### src/rtl/pswc_map.vh
// register offsets, field positions, mode and status codes and timing counts
// for the power state and wake controller; included by pswc_top.v and pswc_pme_pin.v
`ifndef PSWC_MAP_VH
`define PSWC_MAP_VH
// byte addresses on the wishbone slave
`define PSWC_ADR_PWR_CTRL   8'h00
`define PSWC_ADR_WAKE_WR    8'h04
`define PSWC_ADR_INTERRUPT_STATUS_REGISTER    8'h08
`define PSWC_ADR_PHY_CTRL   8'h0C
// power control register fields
`define PSWC_PC_READY       0
`define PSWC_PC_PIN_EN      1
`define PSWC_PC_PULSE_SEL   2
`define PSWC_PC_FRAME_EN    9
`define PSWC_PC_ENERGY_EN   14
`define PSWC_PC_STAT_LO     4
`define PSWC_PC_MODE_LO     12
// interrupt status register
`define PSWC_IS_WAKE_INT    17
// phy control register fields
`define PSWC_PH_GEN_PD      0
`define PSWC_PH_ED_PD       1
`define PSWC_PH_ED_FLAG     2
// power modes and wake status codes
`define PSWC_MODE_NORMAL    2'h0
`define PSWC_MODE_LIGHT     2'h1
`define PSWC_MODE_DEEP      2'h2
`define PSWC_STAT_NONE      2'h0
`define PSWC_STAT_ENERGY    2'h1
`define PSWC_STAT_FRAME     2'h2
// timing: clock in MHz, pin pulse in ms, ready delay in us
`define PSWC_CLK_MHZ        100
`define PSWC_PULSE_MS       50
`define PSWC_PULSE_CYC      (`PSWC_PULSE_MS * 1000 * `PSWC_CLK_MHZ)
`define PSWC_READY_US       2000
`define PSWC_READY_CYC      (`PSWC_READY_US * `PSWC_CLK_MHZ)
`endif

### src/rtl/pswc_pme_pin.v
// wake event pin driver: static level or one timed pulse per wake event
// assumes synchronous inputs on the system clock and the synchronised reset
`timescale 1ns/1ps
`include "pswc_map.vh"
module pswc_pme_pin #(
  parameter PULSE_CYC = `PSWC_PULSE_CYC
) (
  input  wire i_clk,     // system clock
  input  wire i_rst_n,   // synchronised reset, active low
  input  wire i_active,  // wake source live and enabled for the pin
  input  wire i_pulse,   // pulse select
  output reg  o_pin      // wake event pin level, active high
);
  reg  [31:0] cnt_r;
  reg         done_r;
  always @(posedge i_clk or negedge i_rst_n) begin
    if (!i_rst_n) begin
      cnt_r  <= 32'h0;
      done_r <= 1'b0;
      o_pin  <= 1'b0;
    end else if (!i_active) begin
      cnt_r  <= 32'h0;
      done_r <= 1'b0;
      o_pin  <= 1'b0;
    end else if (!i_pulse) begin
      o_pin  <= 1'b1;
      cnt_r  <= 32'h0;
    end else begin
      // timed pulse; a pulse fires once per event, not again until cleared
      if (done_r) begin
        o_pin <= 1'b0;
      end else if (cnt_r == PULSE_CYC) begin
        o_pin  <= 1'b0;
        done_r <= 1'b1;
      end else begin
        o_pin <= 1'b1;
        cnt_r <= cnt_r + 32'h1;
      end
    end
  end
endmodule // pswc_pme_pin

### src/rtl/pswc_top.v
// power state and wake controller: normal, light and deep sleep, wake status,
// wake event pin, wake interrupt status bit and phy power-down control bits.
// assumes a classic wishbone master on I_CLK_SYS; phy energy and frame
// detect inputs are asynchronous and are synchronised here.
// Functional notes
// - one normal state, two sleep states made by gating module clocks
// - registers keep their contents through both sleep states
// - sleep entry clears ready; only power control reads allowed until ready
// - writes ignored after reset or wake until one read happens
// - any write to wake write in sleep returns to normal, mode normal
// - mode 01 written enters light sleep and clears ready
// - light sleep keeps core, phy, receive power logic clocks; gates others
// - light sleep enables frame detect; detection sets wake status 10
// - pin asserted on frame wake only with frame enable and pin enable
// - deep sleep stops core, mac and bus clocks, clears ready
// - deep sleep carrier sets wake status 01; pin with energy and pin enable
// - wake interrupt status set on any wake event regardless of pin enable
// - interrupt bit held while internal wake active; then write one clears
// - pulse select gives a 50 ms pin pulse; else pin driven continuously
// - pin released when wake status, matching enable or pin enable clears
// - wake status readable to find which device drives a shared wake line
// - phy general power-down bit holds phy down; clearing resets the phy
// - energy power-down with no energy powers the phy down
// - energy appearing powers phy up and sets the phy energy flag
// - ready set within 2 ms after a wake write
//
// Decided for this implementation: the Wishbone interface to the registers and the placing of the registers.
`timescale 1ns/1ps
`include "pswc_map.vh"
module pswc_top #(
  parameter READY_CYC = `PSWC_READY_CYC,
  parameter PULSE_CYC = `PSWC_PULSE_CYC
) (
  input  wire        I_CLK_SYS,       // system clock 100 MHz
  input  wire        I_RST_N,         // asynchronous reset, active low
  input  wire        I_WB_CYC,        // wishbone cycle
  input  wire        I_WB_STB,        // wishbone strobe
  input  wire        I_WB_WE,         // wishbone write enable
  input  wire [7:0]  I_WB_ADR,        // wishbone byte address
  input  wire [3:0]  I_WB_SEL,        // wishbone byte selects
  input  wire [31:0] I_WB_DAT,        // wishbone write data
  input  wire        I_ENERGY,        // phy energy present, async
  input  wire        I_FRAME_DET,     // wake or magic frame seen, async
  output reg  [31:0] O_WB_DAT,        // wishbone read data
  output reg         O_WB_ACK,        // wishbone acknowledge
  output reg         O_WB_ERR,        // wishbone error, unmapped address
  output reg         O_PME,           // wake event pin, active high
  output reg         O_CLK_EN_CORE,   // internal clock enable
  output reg         O_CLK_EN_RXPM,   // receive power management clock enable
  output reg         O_CLK_EN_MAC,    // mac and host interface clock enable
  output reg         O_PHY_PWR_N,     // phy powered down, active low
  output reg         O_PHY_RST        // phy reset pulse after general power-down
);
  localparam ST_NORMAL = 2'h0;
  localparam ST_LIGHT  = 2'h1;
  localparam ST_DEEP   = 2'h2;
  localparam ST_WAKE   = 2'h3;

  reg         rst_m_r;
  reg         rst_n_r;
  reg  [1:0]  en_m_r;
  reg  [1:0]  in_s_r;
  reg  [1:0]  st_r;
  reg  [1:0]  mode_r;
  reg  [1:0]  wstat_r;
  reg         ready_r;
  reg         rd_seen_r;
  reg         pin_en_r;
  reg         pulse_r;
  reg         frame_en_r;
  reg         energy_en_r;
  reg         wint_r;
  reg         gen_pd_r;
  reg         ed_pd_r;
  reg         ed_flag_r;
  reg         energy_d_r;
  reg  [31:0] rcnt_r;
  wire        pin_lvl;
  wire        energy  = in_s_r[0];
  wire        frame   = in_s_r[1];
  // a request held through its ack cycle is not taken twice
  wire        req     = I_WB_CYC & I_WB_STB & ~O_WB_ACK & ~O_WB_ERR;
  wire        wr      = req & I_WB_WE;
  wire        rd      = req & ~I_WB_WE;
  wire        sleep   = (st_r == ST_LIGHT) | (st_r == ST_DEEP);
  wire        mapped  = map_hit(I_WB_ADR);
  // writes need a prior read; only wake write while unready
  wire        wr_ok   = wr & rd_seen_r & (ready_r | (I_WB_ADR == `PSWC_ADR_WAKE_WR));
  wire        wr_pc   = wr_ok & ready_r & (I_WB_ADR == `PSWC_ADR_PWR_CTRL);
  wire        wr_is   = wr_ok & ready_r & (I_WB_ADR == `PSWC_ADR_INTERRUPT_STATUS_REGISTER);
  wire        wr_ph   = wr_ok & ready_r & (I_WB_ADR == `PSWC_ADR_PHY_CTRL);
  wire        wake_wr = wr_ok & (I_WB_ADR == `PSWC_ADR_WAKE_WR) & sleep;
  wire        det_fr  = (st_r == ST_LIGHT) & frame;
  // level test so carrier already present wakes at once
  wire        det_en  = (st_r == ST_DEEP) & energy;
  // internal wake interrupt source: status bit and its matching enable
  wire        wake_act = (wstat_r[1] & frame_en_r) | (wstat_r[0] & energy_en_r);
  // phy reset on a write that releases general power-down
  wire        phy_rst_go = wr_ph & I_WB_SEL[0] & gen_pd_r & ~I_WB_DAT[`PSWC_PH_GEN_PD];
  reg  [1:0]  wstat_nxt;
  reg  [1:0]  st_nxt;

  function map_hit;
    input [7:0] a;
    begin
      map_hit = (a == `PSWC_ADR_PWR_CTRL) | (a == `PSWC_ADR_WAKE_WR) |
                (a == `PSWC_ADR_INTERRUPT_STATUS_REGISTER) | (a == `PSWC_ADR_PHY_CTRL);
    end
  endfunction

  // byte lane gate: bit b is written only when its lane select is set
  function lane;
    input [3:0] sel;
    input integer b;
    begin
      lane = sel[b / 8];
    end
  endfunction

  // mode field write of a given code, used for both sleep entries
  function mode_req;
    input        w;
    input [3:0]  sel;
    input [31:0] d;
    input [1:0]  code;
    begin
      mode_req = w & sel[`PSWC_PC_MODE_LO / 8] & (d[`PSWC_PC_MODE_LO +: 2] == code);
    end
  endfunction

  always @(posedge I_CLK_SYS or negedge I_RST_N) begin
    if (!I_RST_N) begin
      rst_m_r <= 1'b0;
      rst_n_r <= 1'b0;
    end else begin
      rst_m_r <= 1'b1;
      rst_n_r <= rst_m_r;
    end
  end

  // first stage read only by the second
  always @(posedge I_CLK_SYS or negedge rst_n_r) begin
    if (!rst_n_r) begin
      en_m_r <= 2'h0;
      in_s_r <= 2'h0;
    end else begin
      en_m_r <= {I_FRAME_DET, I_ENERGY};
      in_s_r <= en_m_r;
    end
  end

  always @* begin
    st_nxt = st_r;
    case (st_r)
      ST_NORMAL: begin
        if (mode_req(wr_pc, I_WB_SEL, I_WB_DAT, `PSWC_MODE_LIGHT)) begin
          st_nxt = ST_LIGHT;
        end else if (mode_req(wr_pc, I_WB_SEL, I_WB_DAT, `PSWC_MODE_DEEP)) begin
          st_nxt = ST_DEEP;
        end
      end
      ST_LIGHT: begin
        if (wake_wr) begin
          st_nxt = ST_WAKE;
        end
      end
      ST_DEEP: begin
        if (wake_wr) begin
          st_nxt = ST_WAKE;
        end
      end
      ST_WAKE: begin
        // bus stays usable here so the host can poll ready
        // ready after the resume delay
        if (rcnt_r == READY_CYC - 1) begin
          st_nxt = ST_NORMAL;
        end
      end
      default: st_nxt = ST_NORMAL;
    endcase
  end

  always @* begin
    wstat_nxt = wstat_r;
    // clear first, then sets, so a detection in the clear cycle survives
    // host clear of the status field
    if (wr_pc & lane(I_WB_SEL, `PSWC_PC_STAT_LO)) begin
      wstat_nxt = wstat_nxt & ~I_WB_DAT[`PSWC_PC_STAT_LO +: 2];
    end
    // frame wake code; set wins over clear
    if (det_fr) begin
      wstat_nxt = wstat_nxt | `PSWC_STAT_FRAME;
    end
    if (det_en) begin
      wstat_nxt = wstat_nxt | `PSWC_STAT_ENERGY;
    end
  end

  always @(posedge I_CLK_SYS or negedge rst_n_r) begin
    if (!rst_n_r) begin
      st_r        <= ST_NORMAL;
      mode_r      <= `PSWC_MODE_NORMAL;
      wstat_r     <= `PSWC_STAT_NONE;
      ready_r     <= 1'b1;
      rd_seen_r   <= 1'b0;
      pin_en_r    <= 1'b0;
      pulse_r     <= 1'b0;
      frame_en_r  <= 1'b0;
      energy_en_r <= 1'b0;
      wint_r      <= 1'b0;
      gen_pd_r    <= 1'b0;
      ed_pd_r     <= 1'b0;
      ed_flag_r   <= 1'b0;
      energy_d_r  <= 1'b0;
      rcnt_r      <= 32'h0;
    end else begin
      st_r       <= st_nxt;
      // status stays 00 until a detection
      wstat_r    <= wstat_nxt;
      energy_d_r <= energy;
      if (st_r == ST_WAKE) begin
        rcnt_r <= rcnt_r + 32'h1;
      end else begin
        rcnt_r <= 32'h0;
      end
      // ready follows the state the next edge enters, so it tracks st_r
      // ready cleared on sleep entry
      if (st_nxt == ST_LIGHT || st_nxt == ST_DEEP) begin
        ready_r <= 1'b0;
      end else if (st_nxt == ST_NORMAL) begin
        ready_r <= 1'b1;
      end
      // limitation: a read refused while unready still counts as the first read
      // a fresh read is needed after each wake
      if (wake_wr) begin
        rd_seen_r <= 1'b0;
      end else if (rd) begin
        rd_seen_r <= 1'b1;
      end
      if (wake_wr) begin
        mode_r <= `PSWC_MODE_NORMAL;
      end else if (st_nxt == ST_LIGHT && st_r == ST_NORMAL) begin
        mode_r <= `PSWC_MODE_LIGHT;
      end else if (st_nxt == ST_DEEP && st_r == ST_NORMAL) begin
        mode_r <= `PSWC_MODE_DEEP;
      end
      // fields change only by host writes
      if (wr_pc & I_WB_SEL[0]) begin
        pin_en_r <= I_WB_DAT[`PSWC_PC_PIN_EN];
        pulse_r  <= I_WB_DAT[`PSWC_PC_PULSE_SEL];
      end
      if (wr_pc & I_WB_SEL[1]) begin
        frame_en_r  <= I_WB_DAT[`PSWC_PC_FRAME_EN];
        energy_en_r <= I_WB_DAT[`PSWC_PC_ENERGY_EN];
      end
      // set while wake active; write one clears only once inactive
      if (wake_act | det_fr | det_en) begin
        wint_r <= 1'b1;
      end else if (wr_is & lane(I_WB_SEL, `PSWC_IS_WAKE_INT) &
                   I_WB_DAT[`PSWC_IS_WAKE_INT]) begin
        wint_r <= 1'b0;
      end
      if (wr_ph & I_WB_SEL[0]) begin
        gen_pd_r <= I_WB_DAT[`PSWC_PH_GEN_PD];
        ed_pd_r  <= I_WB_DAT[`PSWC_PH_ED_PD];
      end
      // phy energy flag, set wins over write-one clear
      if (ed_pd_r & energy & ~energy_d_r) begin
        ed_flag_r <= 1'b1;
      end else if (wr_ph & I_WB_SEL[0] & I_WB_DAT[`PSWC_PH_ED_FLAG]) begin
        ed_flag_r <= 1'b0;
      end
    end
  end

  pswc_pme_pin #(
    .PULSE_CYC (PULSE_CYC)
  ) u_pin (
    .i_clk    (I_CLK_SYS),
    .i_rst_n  (rst_n_r),
    .i_active (wake_act & pin_en_r),
    .i_pulse  (pulse_r),
    .o_pin    (pin_lvl)
  );

  always @(posedge I_CLK_SYS or negedge rst_n_r) begin
    if (!rst_n_r) begin
      O_WB_DAT      <= 32'h0;
      O_WB_ACK      <= 1'b0;
      O_WB_ERR      <= 1'b0;
      O_PME         <= 1'b0;
      O_CLK_EN_CORE <= 1'b1;
      O_CLK_EN_RXPM <= 1'b1;
      O_CLK_EN_MAC  <= 1'b1;
      O_PHY_PWR_N   <= 1'b1;
      O_PHY_RST     <= 1'b0;
    end else begin
      O_PME <= pin_lvl;
      // enables are fed from st_nxt so the gate closes on the same edge
      // that the state register moves
      // clock gating per state
      O_CLK_EN_CORE <= (st_nxt != ST_DEEP);
      O_CLK_EN_RXPM <= (st_nxt != ST_DEEP);
      O_CLK_EN_MAC  <= (st_nxt == ST_NORMAL) | (st_nxt == ST_WAKE);
      // phy power-down; energy brings it back unless general power-down is set
      O_PHY_PWR_N   <= ~(gen_pd_r | (ed_pd_r & ~energy));
      // reset pulse as general power-down is released
      O_PHY_RST     <= phy_rst_go;
      O_WB_ACK      <= req & mapped;
      O_WB_ERR      <= req & ~mapped;
      // data returns to zero outside ack so a stale read cannot be mistaken
      O_WB_DAT      <= 32'h0;
      // only power control readable while unready
      if (rd & (ready_r | (I_WB_ADR == `PSWC_ADR_PWR_CTRL))) begin
        case (I_WB_ADR)
          `PSWC_ADR_PWR_CTRL: begin
            O_WB_DAT[`PSWC_PC_READY]        <= ready_r;
            O_WB_DAT[`PSWC_PC_PIN_EN]       <= pin_en_r;
            O_WB_DAT[`PSWC_PC_PULSE_SEL]    <= pulse_r;
            O_WB_DAT[`PSWC_PC_STAT_LO +: 2] <= wstat_r;
            O_WB_DAT[`PSWC_PC_FRAME_EN]     <= frame_en_r;
            O_WB_DAT[`PSWC_PC_MODE_LO +: 2] <= mode_r;
            O_WB_DAT[`PSWC_PC_ENERGY_EN]    <= energy_en_r;
          end
          `PSWC_ADR_INTERRUPT_STATUS_REGISTER: begin
            O_WB_DAT[`PSWC_IS_WAKE_INT] <= wint_r;
          end
          `PSWC_ADR_PHY_CTRL: begin
            O_WB_DAT[`PSWC_PH_GEN_PD]  <= gen_pd_r;
            O_WB_DAT[`PSWC_PH_ED_PD]   <= ed_pd_r;
            O_WB_DAT[`PSWC_PH_ED_FLAG] <= ed_flag_r;
          end
          default: O_WB_DAT <= 32'h0;
        endcase
      end
    end
  end
endmodule // pswc_top

### config.mk
export PLATFORM = sky130hd
export DESIGN_NAME = pswc_top
export DESIGN_NICKNAME = d
export VERILOG_FILES = /design/src/rtl/pswc_pme_pin.v /design/src/rtl/pswc_top.v
export VERILOG_INCLUDE_DIRS = /design/src /design/src/rtl
export SDC_FILE = /design/constraint.sdc
export NUM_CORES = 1
export LEC_CHECK = 0
export BUFFER_PORTS_ARGS = -buffer_cell sky130_fd_sc_hd__buf_2
export CELL_PAD_IN_SITES_DETAIL_PLACEMENT = 0
export CELL_PAD_IN_SITES_GLOBAL_PLACEMENT = 2
export CORE_MARGIN = 1
export CORE_UTILIZATION = 35
export CTS_CLUSTER_DIAMETER = 60
export CTS_CLUSTER_SIZE = 25
export DETAILED_ROUTE_END_ITERATION = 8
export GPL_ROUTABILITY_DRIVEN = 0
export HOLD_SLACK_MARGIN = 0.08
export MAX_ROUTING_LAYER = met4
export PLACE_DENSITY = 0.78
export SLEW_MARGIN = 20
export SYNTH_ARGS = -nofsm -noshare
export SYNTH_HDL_FRONTEND = slang
export SYNTH_SLANG_ARGS = --single-unit
### constraint.sdc
create_clock -name I_CLK_SYS -period 8.9 [get_ports I_CLK_SYS]
set_input_delay 0.445 -clock I_CLK_SYS [delete_from_list [all_inputs] [get_ports I_CLK_SYS]]
set_output_delay 0.445 -clock I_CLK_SYS [all_outputs]
set_load 0.02 [all_outputs]
* Word-level counts from Yosys, hierarchy flattened *
Cells that the tools add are included.
W data, S select, Z words.

storage, ports and cells
  flip-flop bits (word level) = 128
  input port bits = 51
  output and inout bits = 40
  word-level logic and storage cells = 155

operators by class
  add/sub/neg operators = 2
  equal/unequal tests = 17
  multiplexer cells = 38
  bitwise logic cells = 55
  reductions and logical operators = 13

operators by type and width
  cell                     count
  $mux W32                 5
  $add A32 B1 Y32 const B  2
  $and A1 B1 Y1            34
  $eq A32 B18 Y1 const B   1
  $eq A32 B23 Y1 const B   1
  $mux W2                  10
  $mux W1                  19
  $mux W18                 1
  $eq A8 B4 Y1 const B     2
  $or A1 B1 Y1             11
  $eq A2 B2 Y1 const B     5
  $eq A8 B3 Y1 const B     1
  $logic_not A8 Y1         1
  $not A1 Y1               8
  $reduce_bool A2 Y1       4
  $eq A2 B1 Y1 const B     3
  $ne A3 B3 Y1 const B     2
  $pmux W2 S3              1
  $pmux W3 S2              1
  $logic_not A2 Y1         2
  $ne A2 B2 Y1 const B     2
  $mux W3                  1
  $reduce_bool A3 Y1       1
  $and A2 B2 Y2            1
  other kinds (5)          6

* Depth between registers and ports, before layout *
  depth in word-level cells = 18
  gate-level depth with buffers = 11
  gate-level depth less buffers = 11

* Cells and area by module *
A second synthesis with hierarchy kept.

unflattened totals
  cell total of the unflattened synthesis = 581
  area, all modules = 5721.7 µm²

modules (own cells, without submodules)
  module        instances  cells each  area an instance (µm²)  sequential area each (µm²)
  pswc_top      1          341         3602.2                  1806.7
  pswc_pme_pin  1          240         2119.5                  850.8

* Least setup slack after synthesis *
Ideal clock, no wire load.

  kind = reg-to-reg
  from = register O_WB_ACK
  to = register ready_r
  setup time = 0.082 ns
  data arrival time = 2.436 ns
  data required time = 8.818 ns
  slack = 6.382 ns
  cell stages (with the launch flop) = 9
  path buffers = 1
  period minus slack after synthesis = 2.518 ns
  cell sequence = dfrtp_1 > nor4bb_1 > and4_1 > and3_1 > clkbuf_1 > a311oi_1 > or3_1 > ha_1 > mux2_2

between the ends
  longest elaborated chain between the ends = 16
  elaborated cells between the ends (all ways) = 23
  classes of those cells = 2 x eq/ne; 5 x mux; 13 x bitwise; 3 x reduce/logical

ends and longest elaborated chain
  what                                           RTL line        RTL
  start, declared                                pswc_top.v:45   output reg O_WB_ACK,
  start signal, assigned                         pswc_top.v:309  O_WB_ACK <= req & mapped;
  $not A1 Y1 (*)                                 pswc_top.v:82   wire req = I_WB_CYC & I_WB_STB & ~O_WB_ACK & ~O_WB_ERR;
  $and A1 B1 Y1 (*) (2 in a row)                 pswc_top.v:82
  $and A1 B1 Y1 (*)                              pswc_top.v:83   wire wr = req & I_WB_WE;
  $and A1 B1 Y1 (*) (2 in a row)                 pswc_top.v:88   wire wr_ok = wr & rd_seen_r & (ready_r | (I_WB_ADR == `PSWC_ADR_WAKE_WR));
  $and A1 B1 Y1 (2 in a row)                     pswc_top.v:89   wire wr_pc = wr_ok & ready_r & (I_WB_ADR == `PSWC_ADR_PWR_CTRL);
  $and A1 B1 Y1 (2 in a row)                     pswc_top.v:127  mode_req = w & sel[`PSWC_PC_MODE_LO / 8] & (d[`PSWC_PC_MODE_LO +: 2] == code);
  $mux W2                                        pswc_top.v:158  end else if (mode_req(wr_pc, I_WB_SEL, I_WB_DAT, `PSWC_MODE_DEEP)) begin
  $mux W2                                        pswc_top.v:156  if (mode_req(wr_pc, I_WB_SEL, I_WB_DAT, `PSWC_MODE_LIGHT)) begin
  $pmux W2 S3 (*)                                pswc_top.v:154  case (st_r)
  $eq A2 B1 Y1 or $eq A2 B2 Y1 (tied branches)   pswc_top.v:228  if (st_nxt == ST_LIGHT || st_nxt == ST_DEEP) begin
  $logic_or A1 B1 Y1                             pswc_top.v:228
  $mux W1 or $reduce_bool A2 Y1 (tied branches)  --
  end signal, assigned                           pswc_top.v:204  ready_r <= 1'b1;
  end signal, assigned                           pswc_top.v:229  ready_r <= 1'b0;
  end signal, assigned                           pswc_top.v:231  ready_r <= 1'b1;
  end, declared                                  pswc_top.v:66   reg ready_r;

Mark *: on every way between the ends. The rest lies on a longest branch, timed or not.
A chain may end at the register's enable or synchronous reset.

* Worst setup path in the final report *
  from = register rcnt_r[0]
  to = register ready_r

between the ends
  longest elaborated chain between the ends = 6
  elaborated cells between the ends (all ways) = 9
  classes of those cells = 3 x eq/ne; 3 x mux; 3 x reduce/logical

ends and longest elaborated chain
  what                                           RTL line        RTL
  start, declared                                pswc_top.v:77   reg [31:0] rcnt_r;
  start signal, assigned                         pswc_top.v:222  rcnt_r <= rcnt_r + 32'h1;
  $eq A32 B18 Y1 (*)                             pswc_top.v:175  if (rcnt_r == READY_CYC - 1) begin
  $mux W2 (*)                                    pswc_top.v:175
  $pmux W2 S3 (*)                                pswc_top.v:154
  via st_nxt[1]                                  pswc_top.v:101  reg [1:0] st_nxt;
  $eq A2 B1 Y1 or $eq A2 B2 Y1 (tied branches)   pswc_top.v:228
  $logic_or A1 B1 Y1                             pswc_top.v:228
  $mux W1 or $reduce_bool A2 Y1 (tied branches)  --

The timed path passes the listed nets; every way through them passes the cells marked *.

==> results.cfg <==
[critical_path]
cp-start-kind = register
criticalPathCategory = register to register
path_max_fanout = 16
cp-end-kind = register
required_ns = 9.18
cp.arrival_ns = 3.32
regToRegSetupSlack_ns = 5.86

[synth]
synth_seq_area_share = 0.468
syn_area_per_cell_um2 = 9.68
syn-cell-area_um2 = 5680
synth_top_cell_by_area = dfrtp_1
synth_cell_type_count = 58
synthArstFlopShare = 1.00
synth_flop_cell = dfrtp_1
yosys-top-cells-area = dfrtp_1 45%, nand3_1 4.2%, buf_4 3.2%, xor2_1 2.9%, and2_1 2.9%
yosysWarnings = 0
yosys.area.top_type_share = 0.449
yosys_register_bits = 106
synth_edf_count = 0
synth_cells = 587

[detailed_routing]
first_iter_violations = 353
wl_um = 13400
drc = 0
wl_per_cell_um = 16.0
drt-pass1-iter-count = 4
viasPerCell = 5.38
drtAntennaViolNets = 0
via_count = 4519

[clock_network]
post_cts_resized = 0
clk_path_buf_depth = 2
clk_latency_ns = 0.36
cts_root_buffer = clkbuf_16
path_clk_slew_ns = 0.07
cts_made_buffers = 9
ctsHtreeMaxLevel = 3
tritoncts = done
clock-sinks = 106

[layout]
drive_gt1_frac = 0.133
area_growth_pct = 11.4
final_cell_mix = 101 x dfrtp_1, 48 x nand3_1, 45 x buf_2
post-route-util = 0.399
antennaDiodeCount = 0
layout_commonest_cell = dfrtp_1
layout.nets = 681

[timing]
max_freq_ghz = 0.329
fin_tns_setup_ns = 0
rsz0062_at_grt = no
finClkSkew_ns = 0.0100
fin_crit_ns = 3.04
finalHoldWorstSlack_ns = 0.196
fin_crit_sh = 0.341
tightest_slew_ns = 0.952
slew_violations = 0
hold_viol_final = 0
worst_slack_ns = 5.86
setup_viol = 0
maxSlewHeadroom = 0.365

[placement]
hpwlAfterDp_um = 9190
port_buffers = 45
place_ws_ns = 5.84

[global_routing]
grt_pass1_wl_um = 22600
antenna_found_initial = 0
grt_overflow_total = 0
grt_usage = 0.179
first_global_vias = 4320
grt_max_degree = 60

[die]
ioPinCount = 91
fp.dieW_um = 129
start_util = 0.358
die_h_um = 129
rows = 46
die-area_um2 = 16800
core-area_um2 = 15900

[power_and_ir_drop]
power_density_nw_per_um2 = 149
power_mw = 0.946
p_leak_nw = 2.70
peakVddDrop_uv = 90.1

[worst_hold_path]
hold_class = input port to register

[outcome]
outcome = finished clean

[job]
max_cap_violations = 0
[state kept, by name, summed over array words and instances (netlist names), 2 cells and up]
name         count
O_WB_DAT        10
st_r             2
mode_r           2
u_pin.cnt_r     32
en_m_r           2
wstat_r          2
in_s_r           2
rcnt_r          32
[worst max-delay path: stages, from the launching register on]
cell      delay, ns
dfrtp_1        0.41
ha_1           0.23
nand3_1        0.50
or4_1          0.68
a211oi_1       0.42
nor3_1         0.15
ha_1           0.31
mux2_2         0.26
[routing by layer]
layer,GRT usage,part of all wire,vias to the layer above
met5,-,0,-
met3,0.0343,0.034,12
met2,0.276,0.47,73
li1,-,-,2196
met1,0.238,0.49,2238
met4,0.0554,0.014,0
[kinds of logic (layout without fill, tap and decap cells)]
group / count (synthesis) / after routing / synth area share
compound gates: 75 / 75 / 0.0934
buf+inv: 67 / 83 / 0.0614
fa+ha+maj: 11 / 11 / 0.0242
flops: 106 / 106 / 0.468
other cells: 2 / 23 / 0.00132
mux: 11 / 11 / 0.0209
xor+xnor: 29 / 29 / 0.0447
simple gates: 286 / 286 / 0.286
[Yosys cell counts (3+ instances only)]
master,number
a22oi_1,5
nor4bb_1,3
ha_1,11
a21boi_0,4
o21ai_0,9
nor4_1,24
nor2b_1,5
and3_1,20
nand3b_1,7
nor4b_1,8
nand3_1,48
and2_1,26
inv_1,17
dfrtp_1,102
nor3_1,21
buf_4,24
a32oi_1,4
dfstp_2,4
a21oi_1,4
and4_1,7
a31oi_1,24
nand4_1,21
a41oi_1,8
clkbuf_1,23
a211oi_1,3
nand2b_1,5
nor2_1,31
or3_1,8
nand2_1,39
mux2i_1,4
xnor2_1,10
xor2_1,19
mux2_2,7
[per-stage QoR]
step	std cells	cell area, um^2
6_report	840	6330
5_1_grt	840	6330
4_1_cts	840	6330
3_5_place_dp	823	6010
3_3_place_gp	823	6010
2_1_floorplan	608	5760
[timing repair]
action / 4_1_cts / 5_1_grt
setup buffers: 0 / 0
setup endpoints to repair: 0 / 0
hold buffers: 1 / 0
hold endpoints to repair: 2 / 0
[path summary, 6_finish.rpt]
check                                         endpoint  cells after the start                start
max reg2reg                        ready_r$_DFFE_PN1P_                      7  rcnt_r[0]$_DFF_PN0_
min                                en_m_r[0]$_DFF_PN0_                      1             I_ENERGY
min in group asynchronous          rcnt_r[3]$_DFF_PN0_                      0    rst_n_r$_DFF_PN0_
min reg2reg                        rcnt_r[3]$_DFF_PN0_                      0    rst_n_r$_DFF_PN0_
max                                ready_r$_DFFE_PN1P_                      7  rcnt_r[0]$_DFF_PN0_
max in group asynchronous  u_pin.cnt_r[28]$_DFFE_PN0P_                      1    rst_n_r$_DFF_PN0_
[power by group]
group | leakage, nW | switching (mW) | internal [mW]
Clock | 0.147 | 0.182 | 0.248
Combinational | 1.12 | 0.0199 | 0.00683
Sequential | 1.43 | 0.00541 | 0.484
[layout make-up]
type	count	area, um^2
fill	1593	9550
multi-input combinational	435	2760
sequential	106	2660
tap	216	270
timing repair buffer	50	265
clock buffer	12	236
clock inverter	4	76.3
inverter	17	63.8
(Power assumes the default switching activity.)
